File: src/rtl/cct_regs.vh
// Register indices, field positions, reset values and timing counts of the timer core.
`ifndef CCT_REGS_VH
`define CCT_REGS_VH

// ----------------------------------------------------------------------------
// Register indices (byte address is four times the index)
// ----------------------------------------------------------------------------
`define IDX_CHAN_MODE     6'h00
`define IDX_FORCE         6'h01
`define IDX_CH7_MASK      6'h02
`define IDX_CH7_DATA      6'h03
`define IDX_COUNT_HI      6'h04
`define IDX_COUNT_LO      6'h05
`define IDX_SYS_CTRL      6'h06
`define IDX_OUT_CTRL      6'h08
`define IDX_EDGE_CTRL     6'h0a
`define IDX_SYS_CTRL2     6'h0d
`define IDX_CHAN_FLAGS    6'h0e
`define IDX_OVF_FLAG      6'h0f
`define IDX_CHAN_BASE     6'h18
`define IDX_PA_CTRL       6'h20
`define IDX_PA_FLAGS      6'h21
`define IDX_PA_COUNT_HI   6'h22
`define IDX_PA_COUNT_LO   6'h23

// ----------------------------------------------------------------------------
// Field positions
// ----------------------------------------------------------------------------
`define SC_RUN_EN         7
`define SC_WAIT_STOP      6
`define SC_FREEZE_STOP    5
`define PA_EN             6
`define PA_MOD            5
`define PA_EDGE           4
`define PAF_OVF           1
`define PAF_EDGE          0

// ----------------------------------------------------------------------------
// Reset values and timing counts
// ----------------------------------------------------------------------------
`define RST_BYTE          8'h00
`define RST_WORD          16'h0000
`define RST_NIB           4'h0
`define GATE_DIV_BITS     6

`endif

File: src/rtl/cct_channel.v
// One input-capture / output-compare channel of the timer core.
`timescale 1ns/1ps
`include "cct_regs.vh"

module cct_channel
(
    input  wire        clk,
    input  wire        rst,
    input  wire        pin_lvl,
    input  wire        active,
    input  wire        ios,
    input  wire [1:0]  edge_sel,
    input  wire [1:0]  out_mode,
    input  wire [15:0] count,
    input  wire        tick,
    input  wire        wr_en,
    input  wire [15:0] wr_data,
    input  wire        force_hit,
    input  wire        oc7_take,
    input  wire        oc7_val,
    output wire        flag_set,
    output wire [15:0] value,
    output wire        pin_out
);

    reg         prev_q;
    reg  [15:0] value_q;
    reg         out_q;
    wire        rise     = pin_lvl & ~prev_q;
    wire        fall     = ~pin_lvl & prev_q;
    wire        edge_hit = active & ~ios & ((edge_sel[0] & rise) | (edge_sel[1] & fall));
    wire        match    = ios & tick & (count == value_q);

    assign flag_set = edge_hit | match;
    assign value    = value_q;
    assign pin_out  = out_q;

    always @(posedge clk)
    begin
        if (rst)
        begin
            prev_q  <= 1'b0;
            value_q <= `RST_WORD;
            out_q   <= 1'b0;
        end
        else
        begin
            prev_q <= pin_lvl;
            // Capture has priority; writes only land in compare mode.
            if (edge_hit)
                value_q <= count;
            else if (wr_en && ios)
                value_q <= wr_data;
            if (oc7_take)
                out_q <= oc7_val;
            else if (ios && active && (match || force_hit))
            begin
                case (out_mode)
                    2'b01:   out_q <= ~out_q;
                    2'b10:   out_q <= 1'b0;
                    2'b11:   out_q <= 1'b1;
                    default: out_q <= out_q;
                endcase
            end
        end
    end

endmodule // cct_channel

File: src/rtl/capture_compare_timer_core.v
// Top of the timer core: counter, prescaler, four channels, pulse accumulator, bus slave.
`timescale 1ns/1ps
`include "cct_regs.vh"

// Contract
// 16-bit counter clocked by seven-stage prescaler.
// Four channels 7..4, capture or compare each.
// Capture latches count on selected pin edge.
// Compare drives pin activity on match.
// Pulse accumulator: event counter or gated timer.
// Event mode counts the channel 7 pin.
// Channel 7 pin selectable as accumulator input.
// Software reads words whole, not bytewise.
// Freeze halts counter only if freeze-stop set.
// Wait halts counters only if wait-stop set.
// Normal mode counts only while run-enable set.
// Stop mode: no counting, capture or compare.
// Counter writable only in test mode.
// Reserved locations read zero, ignore writes.
// Counter increments per tick, wraps to zero.
module capture_compare_timer_core
(
    input  wire        CLK_SYS,
    input  wire        SYS_RST,
    input  wire [7:0]  AVS_ADDRESS,
    input  wire        AVS_READ,
    input  wire        AVS_WRITE,
    input  wire [3:0]  AVS_BYTEENABLE,
    input  wire [31:0] AVS_WRITEDATA,
    output wire [31:0] AVS_READDATA,
    output wire        AVS_WAITREQUEST,
    input  wire        STOP_MODE,
    input  wire        WAIT_MODE,
    input  wire        FREEZE_MODE,
    input  wire        TEST_MODE,
    input  wire [3:0]  CHANNEL_PIN_IN,
    output wire [3:0]  CHANNEL_PIN_OUT,
    output wire [3:0]  CHANNEL_PIN_OE
);

    // ------------------------------------------------------------------------
    // Helpers
    // ------------------------------------------------------------------------
    // Byte-lane merge of a 16-bit register with a bus write.
    function [15:0] merge16;
        input [15:0] old;
        input [15:0] data;
        input [1:0]  be;
        begin
            merge16 = {be[1] ? data[15:8] : old[15:8], be[0] ? data[7:0] : old[7:0]};
        end
    endfunction

    // ------------------------------------------------------------------------
    // Registers
    // ------------------------------------------------------------------------
    reg  [3:0]  ios_q;
    reg  [3:0]  ch7_mask_q;
    reg  [3:0]  ch7_data_q;
    reg  [7:0]  out_ctrl_q;
    reg  [7:0]  edge_ctrl_q;
    reg         run_en_q;
    reg         wait_stop_q;
    reg         freeze_stop_q;
    reg  [2:0]  presc_sel_q;
    reg  [3:0]  chan_flag_q;
    reg         ovf_flag_q;
    reg         pa_en_q;
    reg         pa_mod_q;
    reg         pa_edge_q;
    reg         pa_ovf_q;
    reg         pa_if_q;
    reg  [15:0] pa_count_q;
    reg  [15:0] count_q;
    reg  [6:0]  presc_q;
    reg  [`GATE_DIV_BITS-1:0] gate_div_q;
    reg  [3:0]  sync1_q;
    reg  [3:0]  sync2_q;
    reg         pa_prev_q;
    reg  [3:0]  oe_q;
    reg         wait_q;
    reg  [31:0] rdata_q;
    reg  [31:0] rdata_d;

    // ------------------------------------------------------------------------
    // Bus decode
    // ------------------------------------------------------------------------
    wire [5:0]  idx     = AVS_ADDRESS[7:2];
    wire        req     = AVS_READ | AVS_WRITE;
    wire        wr_fire = AVS_WRITE & ~wait_q;
    wire        be0     = AVS_BYTEENABLE[0];
    wire [7:0]  wbyte   = AVS_WRITEDATA[7:0];
    wire [15:0] wword   = AVS_WRITEDATA[15:0];

    // ------------------------------------------------------------------------
    // Run conditions
    // ------------------------------------------------------------------------
    wire        active  = ~STOP_MODE;
    wire        halt    = (WAIT_MODE & wait_stop_q) | (FREEZE_MODE & freeze_stop_q);
    wire        run     = active & run_en_q & ~halt;
    wire        pa_run  = active & ~halt;
    wire [6:0]  presc_mask = ~(7'h7f << presc_sel_q);
    wire        tick    = run & ((presc_q & presc_mask) == presc_mask);

    // ------------------------------------------------------------------------
    // Channels
    // ------------------------------------------------------------------------
    wire [3:0]  ch_set;
    wire [15:0] ch_val [0:3];
    wire [3:0]  ch_out;
    wire        oc7_hit = ch_set[3] & ios_q[3] & active;

    genvar g;
    generate
        for (g = 0; g < 4; g = g + 1)
        begin : chan
            wire wr_this = wr_fire & (idx == `IDX_CHAN_BASE + 2 * g);
            cct_channel u_chan
            (
                .clk      (CLK_SYS),
                .rst      (SYS_RST),
                .pin_lvl  (sync2_q[g]),
                .active   (active),
                .ios      (ios_q[g]),
                .edge_sel (edge_ctrl_q[2*g+1:2*g]),
                .out_mode (out_ctrl_q[2*g+1:2*g]),
                .count    (count_q),
                .tick     (tick),
                .wr_en    (wr_this),
                .wr_data  (merge16(ch_val[g], wword, AVS_BYTEENABLE[1:0])),
                .force_hit(wr_fire & (idx == `IDX_FORCE) & be0 & wbyte[4+g]),
                .oc7_take (oc7_hit & ch7_mask_q[g] & ios_q[g]),
                .oc7_val  (ch7_data_q[g]),
                .flag_set (ch_set[g]),
                .value    (ch_val[g]),
                .pin_out  (ch_out[g])
            );
        end
    endgenerate

    // ------------------------------------------------------------------------
    // Pulse accumulator
    // ------------------------------------------------------------------------
    // In event mode the channel 7 pin is an input only, so its driver is released.
    wire        pa_lvl    = sync2_q[3];
    wire        pa_edge   = pa_edge_q ? (pa_lvl & ~pa_prev_q) : (~pa_lvl & pa_prev_q);
    wire        gate_on   = pa_edge_q ? ~pa_lvl : pa_lvl;
    wire        pa_inc    = pa_en_q & pa_run &
                            (pa_mod_q ? (gate_on & (&gate_div_q)) : pa_edge);
    wire        pa_evt    = pa_en_q & pa_run & pa_edge;
    wire        pa_wr     = wr_fire & (idx == `IDX_PA_COUNT_HI);

    // ------------------------------------------------------------------------
    // Sequential logic
    // ------------------------------------------------------------------------
    always @(posedge CLK_SYS)
    begin
        if (SYS_RST)
        begin
            ios_q         <= `RST_NIB;
            ch7_mask_q    <= `RST_NIB;
            ch7_data_q    <= `RST_NIB;
            out_ctrl_q    <= `RST_BYTE;
            edge_ctrl_q   <= `RST_BYTE;
            run_en_q      <= 1'b0;
            wait_stop_q   <= 1'b0;
            freeze_stop_q <= 1'b0;
            presc_sel_q   <= 3'h0;
            chan_flag_q   <= `RST_NIB;
            ovf_flag_q    <= 1'b0;
            pa_en_q       <= 1'b0;
            pa_mod_q      <= 1'b0;
            pa_edge_q     <= 1'b0;
            pa_ovf_q      <= 1'b0;
            pa_if_q       <= 1'b0;
            pa_count_q    <= `RST_WORD;
            count_q       <= `RST_WORD;
            presc_q       <= 7'h00;
            gate_div_q    <= {`GATE_DIV_BITS{1'b0}};
            sync1_q       <= `RST_NIB;
            sync2_q       <= `RST_NIB;
            pa_prev_q     <= 1'b0;
            oe_q          <= `RST_NIB;
            wait_q        <= 1'b1;
            rdata_q       <= 32'h00000000;
        end
        else
        begin
            sync1_q   <= CHANNEL_PIN_IN;
            sync2_q   <= sync1_q;
            pa_prev_q <= sync2_q[3];
            oe_q      <= ios_q & {~(pa_en_q & ~pa_mod_q), 3'h7};

            // One wait state: data is latched as the request is seen.
            if (req && wait_q)
            begin
                wait_q  <= 1'b0;
                rdata_q <= AVS_READ ? rdata_d : 32'h00000000;
            end
            else
                wait_q <= 1'b1;

            if (run)
                presc_q <= presc_q + 7'h01;
            if (pa_run)
                gate_div_q <= gate_div_q + {{(`GATE_DIV_BITS-1){1'b0}}, 1'b1};

            if (wr_fire && TEST_MODE && idx == `IDX_COUNT_HI)
                count_q <= merge16(count_q, wword, AVS_BYTEENABLE[1:0]);
            else if (tick)
                count_q <= count_q + 16'h0001;

            if (pa_wr)
                pa_count_q <= merge16(pa_count_q, wword, AVS_BYTEENABLE[1:0]);
            else if (pa_inc)
                pa_count_q <= pa_count_q + 16'h0001;

            if (wr_fire && be0)
            begin
                case (idx)
                    `IDX_CHAN_MODE:  ios_q       <= wbyte[7:4];
                    `IDX_CH7_MASK:   ch7_mask_q  <= wbyte[7:4];
                    `IDX_CH7_DATA:   ch7_data_q  <= wbyte[7:4];
                    `IDX_OUT_CTRL:   out_ctrl_q  <= wbyte;
                    `IDX_EDGE_CTRL:  edge_ctrl_q <= wbyte;
                    `IDX_SYS_CTRL2:  presc_sel_q <= wbyte[2:0];
                    `IDX_SYS_CTRL:
                    begin
                        run_en_q      <= wbyte[`SC_RUN_EN];
                        wait_stop_q   <= wbyte[`SC_WAIT_STOP];
                        freeze_stop_q <= wbyte[`SC_FREEZE_STOP];
                    end
                    `IDX_PA_CTRL:
                    begin
                        pa_en_q   <= wbyte[`PA_EN];
                        pa_mod_q  <= wbyte[`PA_MOD];
                        pa_edge_q <= wbyte[`PA_EDGE];
                    end
                    default: ;
                endcase
            end

            // Flags clear on a written one, but a same-cycle event still sets them.
            chan_flag_q <= (chan_flag_q &
                            ~((wr_fire && be0 && idx == `IDX_CHAN_FLAGS) ? wbyte[7:4] : 4'h0))
                           | (ch_set & {4{active}});
            ovf_flag_q  <= (ovf_flag_q & ~(wr_fire && be0 && idx == `IDX_OVF_FLAG && wbyte[7]))
                           | (tick & (&count_q));
            pa_if_q     <= (pa_if_q & ~(wr_fire && be0 && idx == `IDX_PA_FLAGS && wbyte[0]))
                           | pa_evt;
            pa_ovf_q    <= (pa_ovf_q & ~(wr_fire && be0 && idx == `IDX_PA_FLAGS && wbyte[1]))
                           | (pa_inc & ~pa_wr & (&pa_count_q));
        end
    end

    // ------------------------------------------------------------------------
    // Read mux
    // ------------------------------------------------------------------------
    always @*
    begin
        rdata_d = 32'h00000000;
        case (idx)
            `IDX_CHAN_MODE:   rdata_d[7:0] = {ios_q, 4'h0};
            `IDX_CH7_MASK:    rdata_d[7:0] = {ch7_mask_q, 4'h0};
            `IDX_CH7_DATA:    rdata_d[7:0] = {ch7_data_q, 4'h0};
            `IDX_COUNT_HI:    rdata_d[15:0] = count_q;
            `IDX_COUNT_LO:    rdata_d[7:0] = count_q[7:0];
            `IDX_SYS_CTRL:    rdata_d[7:0] = {run_en_q, wait_stop_q, freeze_stop_q, 5'h00};
            `IDX_OUT_CTRL:    rdata_d[7:0] = out_ctrl_q;
            `IDX_EDGE_CTRL:   rdata_d[7:0] = edge_ctrl_q;
            `IDX_SYS_CTRL2:   rdata_d[7:0] = {5'h00, presc_sel_q};
            `IDX_CHAN_FLAGS:  rdata_d[7:0] = {chan_flag_q, 4'h0};
            `IDX_OVF_FLAG:    rdata_d[7:0] = {ovf_flag_q, 7'h00};
            `IDX_CHAN_BASE:           rdata_d[15:0] = ch_val[0];
            `IDX_CHAN_BASE + 6'h01:   rdata_d[7:0]  = ch_val[0][7:0];
            `IDX_CHAN_BASE + 6'h02:   rdata_d[15:0] = ch_val[1];
            `IDX_CHAN_BASE + 6'h03:   rdata_d[7:0]  = ch_val[1][7:0];
            `IDX_CHAN_BASE + 6'h04:   rdata_d[15:0] = ch_val[2];
            `IDX_CHAN_BASE + 6'h05:   rdata_d[7:0]  = ch_val[2][7:0];
            `IDX_CHAN_BASE + 6'h06:   rdata_d[15:0] = ch_val[3];
            `IDX_CHAN_BASE + 6'h07:   rdata_d[7:0]  = ch_val[3][7:0];
            `IDX_PA_CTRL:     rdata_d[7:0] = {1'b0, pa_en_q, pa_mod_q, pa_edge_q, 4'h0};
            `IDX_PA_FLAGS:    rdata_d[7:0] = {6'h00, pa_ovf_q, pa_if_q};
            `IDX_PA_COUNT_HI: rdata_d[15:0] = pa_count_q;
            `IDX_PA_COUNT_LO: rdata_d[7:0] = pa_count_q[7:0];
            default:          rdata_d = 32'h00000000;
        endcase
    end

    // ------------------------------------------------------------------------
    // Outputs
    // ------------------------------------------------------------------------
    // Pin data comes from each channel's own flip-flop; the enable is registered here.
    assign AVS_READDATA    = rdata_q;
    assign AVS_WAITREQUEST = wait_q;
    assign CHANNEL_PIN_OUT = ch_out;
    assign CHANNEL_PIN_OE  = oe_q;

endmodule // capture_compare_timer_core

File: config.mk
export PLATFORM = sky130hd
export DESIGN_NAME = capture_compare_timer_core
export DESIGN_NICKNAME = d
export VERILOG_FILES = /design/src/rtl/cct_channel.v /design/src/rtl/capture_compare_timer_core.v
export VERILOG_INCLUDE_DIRS = /design/src /design/src/rtl
export SDC_FILE = /design/constraint.sdc
export NUM_CORES = 1
export LEC_CHECK = 0
export BUFFER_PORTS_ARGS = -buffer_cell sky130_fd_sc_hd__buf_2
export CORE_MARGIN = 2
export CORE_UTILIZATION = 50
export CTS_CLUSTER_DIAMETER = 100
export CTS_CLUSTER_SIZE = 28
export DETAILED_ROUTE_END_ITERATION = 10
export HOLD_SLACK_MARGIN = 0.08
export PLACE_DENSITY = 0.69
export SLEW_MARGIN = 20
export SYNTH_ARGS = -nofsm -noshare
export SYNTH_HDL_FRONTEND = slang
export SYNTH_HIERARCHICAL = 1
export SYNTH_SLANG_ARGS = --single-unit
export TNS_END_PERCENT = 1
File: constraint.sdc
create_clock -name CLK_SYS -period 3.85 [get_ports CLK_SYS]
set_input_delay 0.5775 -clock CLK_SYS [delete_from_list [all_inputs] [get_ports CLK_SYS]]
set_output_delay 0.5775 -clock CLK_SYS [all_outputs]
set_load 0.005 [all_outputs]
[After elaboration in Yosys (flattened, before gate mapping)]
Index checks and enable logic that the tools add are counted.
Cells by class
  add/sub/neg operators: 4
  eq/ne operators: 44
  shift operators: 1
  multiplexer cells: 34
  bitwise operators: 116
  reduce and logical (&&, ||, !) cells: 82
Operator list (count)
  $mux W16: 13
  $pmux W8 S17: 1
  $and A1 B1 Y1: 71
  $eq A16 B16 Y1: 4
  $eq A6 B5 Y1 const B: 8
  $pmux W8 S6: 1
  $reduce_and A2 Y1: 24
  $reduce_bool A2 Y1: 18
  $add A16 B1 Y16 const B: 2
  $reduce_and A16 Y1: 2
  $eq A6 B4 Y1 const B: 5
  $not A1 Y1: 25
  $eq A6 B6 Y1 const B: 4
  $logic_and A1 B1 Y1: 22
  $eq A6 B3 Y1 const B: 3
  $eq A2 B2 Y1 const B: 8
  $mux W8: 2
  $reduce_bool A4 Y1: 4
  $or A1 B1 Y1: 13
  $and A4 B4 Y4: 3
  $eq A6 B2 Y1 const B: 2
  $mux W1: 12
  $pmux W1 S3: 4
  $reduce_or A2 Y1: 6
  15 further kinds: 24
Word-level totals
  register bits: 206
  input port bits: 56
  word-level logic and storage cells: 324

[Longest topological paths before layout]
Gate-level depths: netlist of the first run.
  depth after elaboration: 14
  gate-level depth with buffers: 14

[By module]
Netlist of the first run, hierarchy kept.
By module, submodules not included
  capture_compare_timer_core: instances 1, cells an instance 948, area each 6947.9 um2, sequential area each 2382.3 um2
  cct_channel: instances 4, cells an instance 133, area each 1089.8 um2, sequential area each 360.3 um2

[Worst setup path before layout of the first run]
Ideal clock, no wire load.
  path kind: input -> register
  from: input port WAIT_MODE
  to: register chan[1].u_chan.out_q
  setup time: 135 ps
  arrival: 3290 ps
  slack: 425 ps
  cell stages on the path: 14
  path buffers: 1
  cell sequence: a221oi_2 and2_0 buf_2 o211ai_1 nor2_1 nand2_1 nor3_2 nand3_1 nand2_1 and3_1 and3_1 and2b_1 a221oi_1 a221oi_2
Between the ends
  longest elaborated chain between the ends: 14
  elaborated cells between the ends (all ways): 20
  classes of those cells: mux: 1; bitwise: 14; reduce/logical: 5
RTL lines
  start, declared: line capture_compare_timer_core.v:33  | input wire WAIT_MODE,
  $and A1 B1 Y1 (*): line capture_compare_timer_core.v:99  | wire halt = (WAIT_MODE & wait_stop_q) | (FREEZE_MODE & freeze_stop_q);
  $or A1 B1 Y1 (*): line capture_compare_timer_core.v:99
  $not A1 Y1 (*): line capture_compare_timer_core.v:100  | wire run = active & run_en_q & ~halt;
  $and A1 B1 Y1 (*): line capture_compare_timer_core.v:100
  $and A1 B1 Y1 (*): line capture_compare_timer_core.v:103  | wire tick = run & ((presc_q & presc_mask) == presc_mask);
  via tick: line capture_compare_timer_core.v:103
  $and A1 B1 Y1 (*) (2 in a row): line cct_channel.v:32  | wire match = ios & tick & (count == value_q);
  $or A1 B1 Y1 (*): line cct_channel.v:34  | assign flag_set = edge_hit | match;
  via ch_set[3]: line capture_compare_timer_core.v:108  | wire [3:0] ch_set;
  $and A1 B1 Y1 (*) (2 in a row): line capture_compare_timer_core.v:111  | wire oc7_hit = ch_set[3] & ios_q[3] & active;
  $and A1 B1 Y1 (*) (2 in a row): line capture_compare_timer_core.v:132  | .oc7_take (oc7_hit & ch7_mask_q[g] & ios_q[g]),
  $reduce_bool A4 Y1 (no source line) / $reduce_bool A2 Y1 (equally long branches)
  $reduce_and A2 Y1 (no source line)
  end signal, assigned: line cct_channel.v:55  | out_q <= oc7_val;
  end signal, assigned: line cct_channel.v:59  | 2'b01: out_q <= ~out_q;
  end signal, assigned: line cct_channel.v:62  | default: out_q <= out_q;
  end, declared: line cct_channel.v:28  | reg out_q;
Mark *: on every way through the listed nets, which the timed path passes. The rest lies on a longest branch.
A chain may end at the register's enable or synchronous reset.

[Worst setup path in the final report of the first run]
  from: register wait_stop_q
  to: register chan[0].u_chan.out_q
Between the ends
  longest elaborated chain between the ends: 14
  elaborated cells between the ends (all ways): 20
  classes of those cells: mux: 1; bitwise: 14; reduce/logical: 5
RTL lines
  start, declared: line capture_compare_timer_core.v:63  | reg wait_stop_q;
  start signal, assigned: line capture_compare_timer_core.v:230  | wait_stop_q <= wbyte[`SC_WAIT_STOP];
  $and A1 B1 Y1 (*): line capture_compare_timer_core.v:99
  $or A1 B1 Y1 (*): line capture_compare_timer_core.v:99
  $not A1 Y1 (*): line capture_compare_timer_core.v:100
  $and A1 B1 Y1 (*): line capture_compare_timer_core.v:100
  $and A1 B1 Y1 (*): line capture_compare_timer_core.v:103
  via tick: line capture_compare_timer_core.v:103
  $and A1 B1 Y1 (*) (2 in a row): line cct_channel.v:32
  $or A1 B1 Y1 (*): line cct_channel.v:34
  via ch_set[3]: line capture_compare_timer_core.v:108
  $and A1 B1 Y1 (*) (2 in a row): line capture_compare_timer_core.v:111
  $and A1 B1 Y1 (*) (2 in a row): line capture_compare_timer_core.v:132
  $reduce_bool A4 Y1 (no source line) / $reduce_bool A2 Y1 (equally long branches)
  $reduce_and A2 Y1 (no source line)
  end signal, assigned: line cct_channel.v:55
  end signal, assigned: line cct_channel.v:59
  end signal, assigned: line cct_channel.v:62
  end, declared: line cct_channel.v:28
Marked as above.

==> metrics, run 1 <==
status=complete, no violations; flops & latches, synth=between 150 and 200; Synth cell types=80; Inserted Diodes=0; Fin Hold WS=roughly 330 ps; GR Util All Layers=33.56%; Worst EP arrival=3740 ps; Pwr Density=329.1 mW/mm²; GRT Residual Overflow=0; GP Congestion=0.9582; Clock Pin Slew Worst Setup and Hold Paths=80 ps; DP Cell Count=1,783; Pre-Repair DR Iteration Count=7; DRT Wirelength=40.44 mm; Finished Core Util=between 50% and 60%; # rows=55; chip width=154.4 µm; Post-synth EDFFs=0; core area=0.02243 mm²; largest family of logic cells by synthesized area=simple AND/OR/NAND/NOR gates; skew final=11.30 ps; Peak VDD IR=0.0002701 V; clk sinks=191; most common cell in the netlist=nand2_1; f_max=~290 MHz; ys async rst share=0%; Yosys top cell area share=33.82%; Slowest-stage cell, CP=a221oi_2; Synth Area in Simple Gates=between 20% and 30%; post-synthesis mux area share=0.8852%; crit path time final=3440 ps; Crit Path Max Fanout=4; Critical R2R Capture=chan[0].u_chan/pin_out; synth warn=6; worst skew pair latency=~450 ps; Required @ worst endpoint=roughly 4200 ps; sequential share of power=48.6%; vias in the first global route=between 10,000 and 15,000; kind of cell adding the most delay to the critical path=simple AND/OR/NAND/NOR gates; r2r setup slk=between 400 and 500 ps; Post-Syn Instances=1,480; DRC errors left=0; WL per Instance=22.28 µm; kind of critical path=reg2reg; port bufs=60; startpoint types=register; H-Tree Depth=4; Switch Pwr=1.118 mW; number of vias per cell=around 6.4; hold_buf cts=0; Finish-stage setup viols=0; detailed placement HPWL=28.38 mm; Syn-to-layout area delta=10.00%; layout cell share with drive strength beyond 1=12.29%; first-pass GRT wire length=61.97 mm; CP max stage delay=390 ps; deepest clock path buffer count=2; crit path capture=chan[0].u_chan/pin_out; Clk pwr share=46.0%; Worst Setup SP=wait_stop_q; Slew Limit Fails=0; Resized Gates After CTS=0; RSZ-0062 raised after global routing=no; Slew HR=29.68%; I/O pin count=97; final std cells w/o fill=1,815; root buffer cell=clkbuf_16; Logic pwr share=5.4%; number of nets in the layout=around 1,600; Final Hold Violating Endpoints=0; Adder-Cell Fraction of Synth Area=less than 1%; worst setup margin=410.1 ps; Die Area=0.02383 mm²; total number of vias=~12,000; CTS tree=yes; fin crit share=89.35%; crit-path cells=a221oi_2 > and2_0 > o211ai_1 > nor2_1 > nand2_1 > nor3_2 > nand3_1 > nand2_1 > and3_1 > and3_1 > and2b_1 > a221oi_1 > a221oi_2; Critical path buffers and inverters=0; min-delay worst type=in2reg; Leak=4.396 nW; cts bufs inserted=17; max-cap violations=0; Crit. End Element=register; sequential cell area fraction in the yosys report=around 34%; Synth Area in Compound Gates=24.83%; RR Startpoint=wait_stop_q; Place WS=150.9 ps; Starting Density=50.40%; post-CTS setup buffer count=0; Setup TNS=0 ps; Worst Max-Slew Pin Slew=1053 ps; Sw Ratio=a little over a quarter; Post-Syn Area per Cell=~7.6 µm²; synthesized area=0.01131 mm²; Synth Area in XOR/XNOR=5.809%; synth top area cells=dfxtp_1 34%, nand2_1 6.9%, a311oi_1 5.3%; CP Depth=13; cells on worst reg2reg path=13; initial antenna violation count=0; Synth area leader=dfxtp_1; Final ANT Viol Nets=0; DR iter-0 viols=1,591; largest net degree at the start of global routing=about 130; top_reg_cell synth=dfxtp_1; die height=154.4 µm; Int Pwr=2.976 mW; fillers=2,166; Commonest cells post-synth=208 x nand2_1, 191 x dfxtp_1, 128 x nor2_1, 111 x nand3_1, 88 x o21ai_0
placed cells by master, fill, tap and decap left out, types with 6 or more instances in the layout:
cell type and instances:
nand2_1 208, dfxtp_1 191, nor2_1 128, nand3_1 111, o21ai_0 88, inv_1 80, a21oi_1 71, a311oi_1 68
buf_2 59, buf_4 54, xnor2_1 52, a22oi_1 37, a221oi_1 24, nor3_1 23, xor2_1 23, nand4_1 20
nor2b_1 19, nor4_1 17, clkbuf_16 17, conb_1 16, and3_1 14, a21o_1 14, and2_1 13, a211oi_1 11
nand2b_1 10, a22o_1 10, o211ai_1 8, ha_1 8, or2_2 6, o21ai_1 6
worst register-to-register path, cell delays in order (launching register included):
cell	delay [ps]
dfxtp_1	350
a221oi_2	390
and2_0	340
o211ai_1	160
nor2_1	280
nand2_1	110
nor3_2	300
nand3_1	160
nand2_1	110
and3_1	250
and3_1	220
and2b_1	210
a221oi_1	320
a221oi_2	110
state kept, by name, summed over array words and instances, names as in the netlist, 3 cells and up:
| name | cells |
|---|---|
| AVS_READDATA | 16 |
| CHANNEL_PIN_OE | 4 |
| ch7_data_q | 4 |
| ch7_mask_q | 4 |
| chan.u_chan/pin_out | 4 |
| chan.u_chan/prev_q | 4 |
| chan.u_chan/value | 64 |
| chan_flag_q | 4 |
| count_q | 16 |
| edge_ctrl_q | 8 |
| gate_div_q | 6 |
| ios_q | 4 |
| out_ctrl_q | 8 |
| pa_count_q | 16 |
| presc_q | 7 |
| presc_sel_q | 3 |
| sync1_q | 4 |
| sync2_q | 4 |
metrics by stage:
| stage | cell area, µm² | power, mW |
|---|---|---|
| 2_1_floorplan | 11360 | 2.171 |
| 3_3_place_gp | 11820 | 2.247 |
| 3_5_place_dp | 11820 | 2.248 |
| 4_1_cts | 12440 | 4.086 |
| 5_1_grt | 12440 | 4.187 |
| 6_report | 12440 | 4.094 |
routing by layer:
metal	part of all wire [%]	vias to the layer above	wire, µm	global-route usage [%]
met3	11	130	4600	6.949
met5	0	-	0	0
met4	4.4	0	1778	15.04
met2	43	660	17540	50.25
li1	-	5369	-	-
met1	41	5509	16510	46.70
power groups by stage:
stage / sequential (mW) / combinational, mW / clock (mW)
2_1_floorplan: 2.03 / 0.137 / 0
3_3_place_gp: 2.04 / 0.212 / 0
3_5_place_dp: 2.04 / 0.212 / 0
4_1_cts: 1.99 / 0.213 / 1.88
5_1_grt: 1.99 / 0.236 / 1.96
6_report: 1.99 / 0.221 / 1.88
cells by family after synthesis:
| kind of cell | count (synthesis) |
|---|---|
| AND/OR/NAND/NOR | 609 |
| AO/OA/AOI/OAI | 395 |
| buffers and inverters | 192 |
| flip-flops | 191 |
| XOR/XNOR | 75 |
| multiplexers | 9 |
| adder cells (fa/ha/maj) | 8 |
| other | 1 |
cell type report:
class                           instances  area, µm²  share of cell area, %
Tap cell                              285      356.6                  2.867
Timing Repair Buffer                  115      732.0                  5.885
Clock inverter                         15      190.2                  1.529
Multi-Input combinational cell       1112       6610                  53.14
Sequential cell                       191       3824                  30.74
Clock buffer                           17      425.4                  3.420
Inverter                               80      300.3                  2.414
worst min path at each step:
stage | startpoint | endpoint | slack, ps | depth (start not counted)
after global placement | sync1_q[1] | sync2_q[1] | 420 | 1
after global routing | CHANNEL_PIN_IN[0] | sync1_q[0] | 330 | 2
after floorplan | sync1_q[0] | sync2_q[0] | 410 | 1
final | CHANNEL_PIN_IN[1] | sync1_q[1] | 330 | 2
after detailed placement | sync1_q[1] | sync2_q[1] | 420 | 1
after CTS | CHANNEL_PIN_IN[3] | sync1_q[3] | 330 | 2
Power figures use the tool's default switching activity.
==> run 2: changes to the inputs <==
--- a/config.mk
+++ b/config.mk
@@ -17,6 +17,5 @@
 export SLEW_MARGIN = 20
 export SYNTH_ARGS = -nofsm -noshare
 export SYNTH_HDL_FRONTEND = slang
-export SYNTH_HIERARCHICAL = 1
 export SYNTH_SLANG_ARGS = --single-unit
 export TNS_END_PERCENT = 1
==> run 2 against run 1 <==
Against the previous run: clock power decreased by 4%; global-route usage decreased by 2.3 points; die area decreased by 4.7%; critical endpoint is now chan[2].u_chan.pin_out; largest power group unchanged; highest routed layer unchanged.
==> metrics, run 2 <==
Final ANT Viol Nets=0; RSZ-0062 raised after global routing=no; total number of vias=around 10,000; Slew HR=41.10%; most common cell in the netlist=dfxtp_1; kind of critical path=reg2reg; number of vias per cell=6.335; crit path time final=2952 ps; core area=between 0.02 and 0.025 mm²; max-cap violations=0; synth warn=0; fillers=~2,000; initial antenna violation count=0; total power=4.014 mW; Synth area leader=dfxtp_1; Inserted Diodes=0; deepest clock path buffer count=2; Die Area=0.02271 mm²; post-CTS setup buffer count=0; min-delay worst type=in2reg; f_max=338.8 MHz; flops & latches, synth=190; Synth cell types=78; vias in the first global route=9,442; H-Tree Depth=4; DRT Wirelength=34.88 mm; Pwr Density=343.9 mW/mm²; detailed placement HPWL=24.75 mm; CTS tree=yes; top_reg_cell synth=dfxtp_1; largest net degree at the start of global routing=102; GP Congestion=about 0.95; Yosys top cell area share=35.35%; Int Pwr=3.002 mW; Final Hold Violating Endpoints=0; number of nets in the layout=roughly 1,400; I/O pin count=97; Clk pwr share=45.1%; Required @ worst endpoint=4180 ps; Hold Crit Start=CHANNEL_PIN_IN[2]; worst skew pair latency=440 ps; # rows=53; Finished Core Util=55.35%; Slew Limit Fails=0; Worst Setup SP=wait_stop_q; most frequent cells in the layout=190 x dfxtp_1, 148 x nand2_1, 148 x nor2_1; Finished Cell Area=0.01167 mm²; fin crit share=around 77%; Logic pwr share=5.6%; cts bufs inserted=17; Clock Pin Slew Worst Setup and Hold Paths=approximately 70 ps; Pre-Repair DR Iteration Count=9; Setup TNS=0 ps; placed cell areas=0.01109 mm²; Leak=4.296 nW; GR Util All Layers=31.21%; clk sinks=190; chip width=150.7 µm; ys async rst share=0%; Post-synth EDFFs=0; Sw Ratio=25.21%; Post-Syn Area per Cell=8.083 µm²; Worst Max-Slew Pin Slew=around 880 ps; DRC errors left=0; Crit Path Max Fanout=8; Commonest cells post-synth=190 x dfxtp_1, 148 x nand2_1, 148 x nor2_1, 83 x a21oi_1; Resized Gates After CTS=0; synthesized area=0.01076 mm²; Post-Syn Instances=1,331; layout cell share with drive strength beyond 1=between 10 and 15%; root buffer cell=clkbuf_16; WL per Instance=21.61 µm; die height=150.7 µm; startpoint types=register; DR iter-0 viols=1,305; Worst EP arrival=3290 ps; synth top area cells=dfxtp_1 35%, mux2i_1 6.9%, xnor2_1 5.2%; hold_buf cts=0; Crit. End Element=register; Syn-to-layout area delta=8.478%; sequential cell area fraction in the yosys report=35.35%; skew final=12.15 ps; Peak VDD IR=0.0002912 V; GRT Residual Overflow=0; max reg flops=64; Starting Density=51.02%; RR Startpoint=wait_stop_q; commonest non-fill, non-tap cell in the layout=dfxtp_1; sequential share of power=49.3%; status=complete, no violations; port bufs=60; Finish-stage setup viols=0; Switch Pwr=1.012 mW; first-pass GRT wire length=54.03 mm
==> run 2: cell count changes in the layout (fill, tap and decap cells not counted), sizes merged, moves of 11 or more <==
cell and change:
mux2i +73, buf -29, nor2 +25, nand4 +15, nand2 -59, a221oi -18, a311oi -62, nand3 -39
a211oi +63, o21ai -50, a21oi +11, xnor2 +12, inv -70, a21o -11
==> run 2: worst paths after layout <==
| kind | endpoint | slack, ps | cells past startpoint |
|---|---|---|---|
| worst max-delay path | chan[2].u_chan.pin_out | 900 | 7 |
| worst min-delay path | sync1_q[2] | 340 | 2 |
| worst max register to register | chan[2].u_chan.pin_out | 900 | 7 |
| worst min register to register | sync2_q[1] | 440 | 1 |
==> run 2: worst max-delay path, cell delays in order (launching register included) <==
cell and delay, ps:
dfxtp_1 380, a221oi_4 590, nand2_4 110, a311oi_4 660, nand4_1 520, o21ai_0 290
nor3b_1 80, a41o_1 210
==> run 2: metal layers <==
metal  up-vias  GRT usage (%)  wire length (µm)
met5         -              0                 0
met1      4772          44.07             14860
met4         0          13.36              1362
li1       4772              -                 -
met3        93          6.061              3682
met2       587          46.36             14980
==> run 2: power by group through the flow <==
stage,registers (mW),clock network (mW),logic (mW)
global placement,2.02,0,0.213
CTS,1.98,1.82,0.216
floorplan,2.02,0,0.141
global route,1.98,1.90,0.237
finish,1.98,1.81,0.223
detailed placement,2.03,0,0.216
==> run 2: per-stage QoR <==
stage	hold WS [ps]	instances	setup slack, ps
after global routing	347.6	1614	767.4
after detailed placement	431.0	1582	665.1
final	340.7	1614	898.2
after floorplan	413.8	1346	1350
after global placement	417.1	1582	680.0
after CTS	333.8	1614	951.5
==> run 2: kinds of logic (layout without fill, tap and decap cells) <==
family / count (synthesis) / in the layout / share of synthesized area (%)
xor+xnor: 81 / 81 / 6.594
simple gates: 527 / 527 / 23.84
compound gates: 312 / 312 / 20.27
mux: 76 / 76 / 7.094
flops: 190 / 190 / 35.35
fa+ha+maj: 8 / 8 / 0.9304
other cells: 1 / 16 / 0.03485
buf+inv: 136 / 129 / 5.884
==> run 2: final cells by class <==
cell class | count | area, µm² | share of cell area [%]
timing repair buffer | 86 | 514.2 | 4.406
multi-input combinational | 1020 | 6382 | 54.68
sequential | 190 | 3804 | 32.59
clock buffer | 18 | 429.2 | 3.677
tap | 275 | 344.1 | 2.948
inverter | 11 | 41.29 | 0.3538
clock inverter | 14 | 156.4 | 1.340
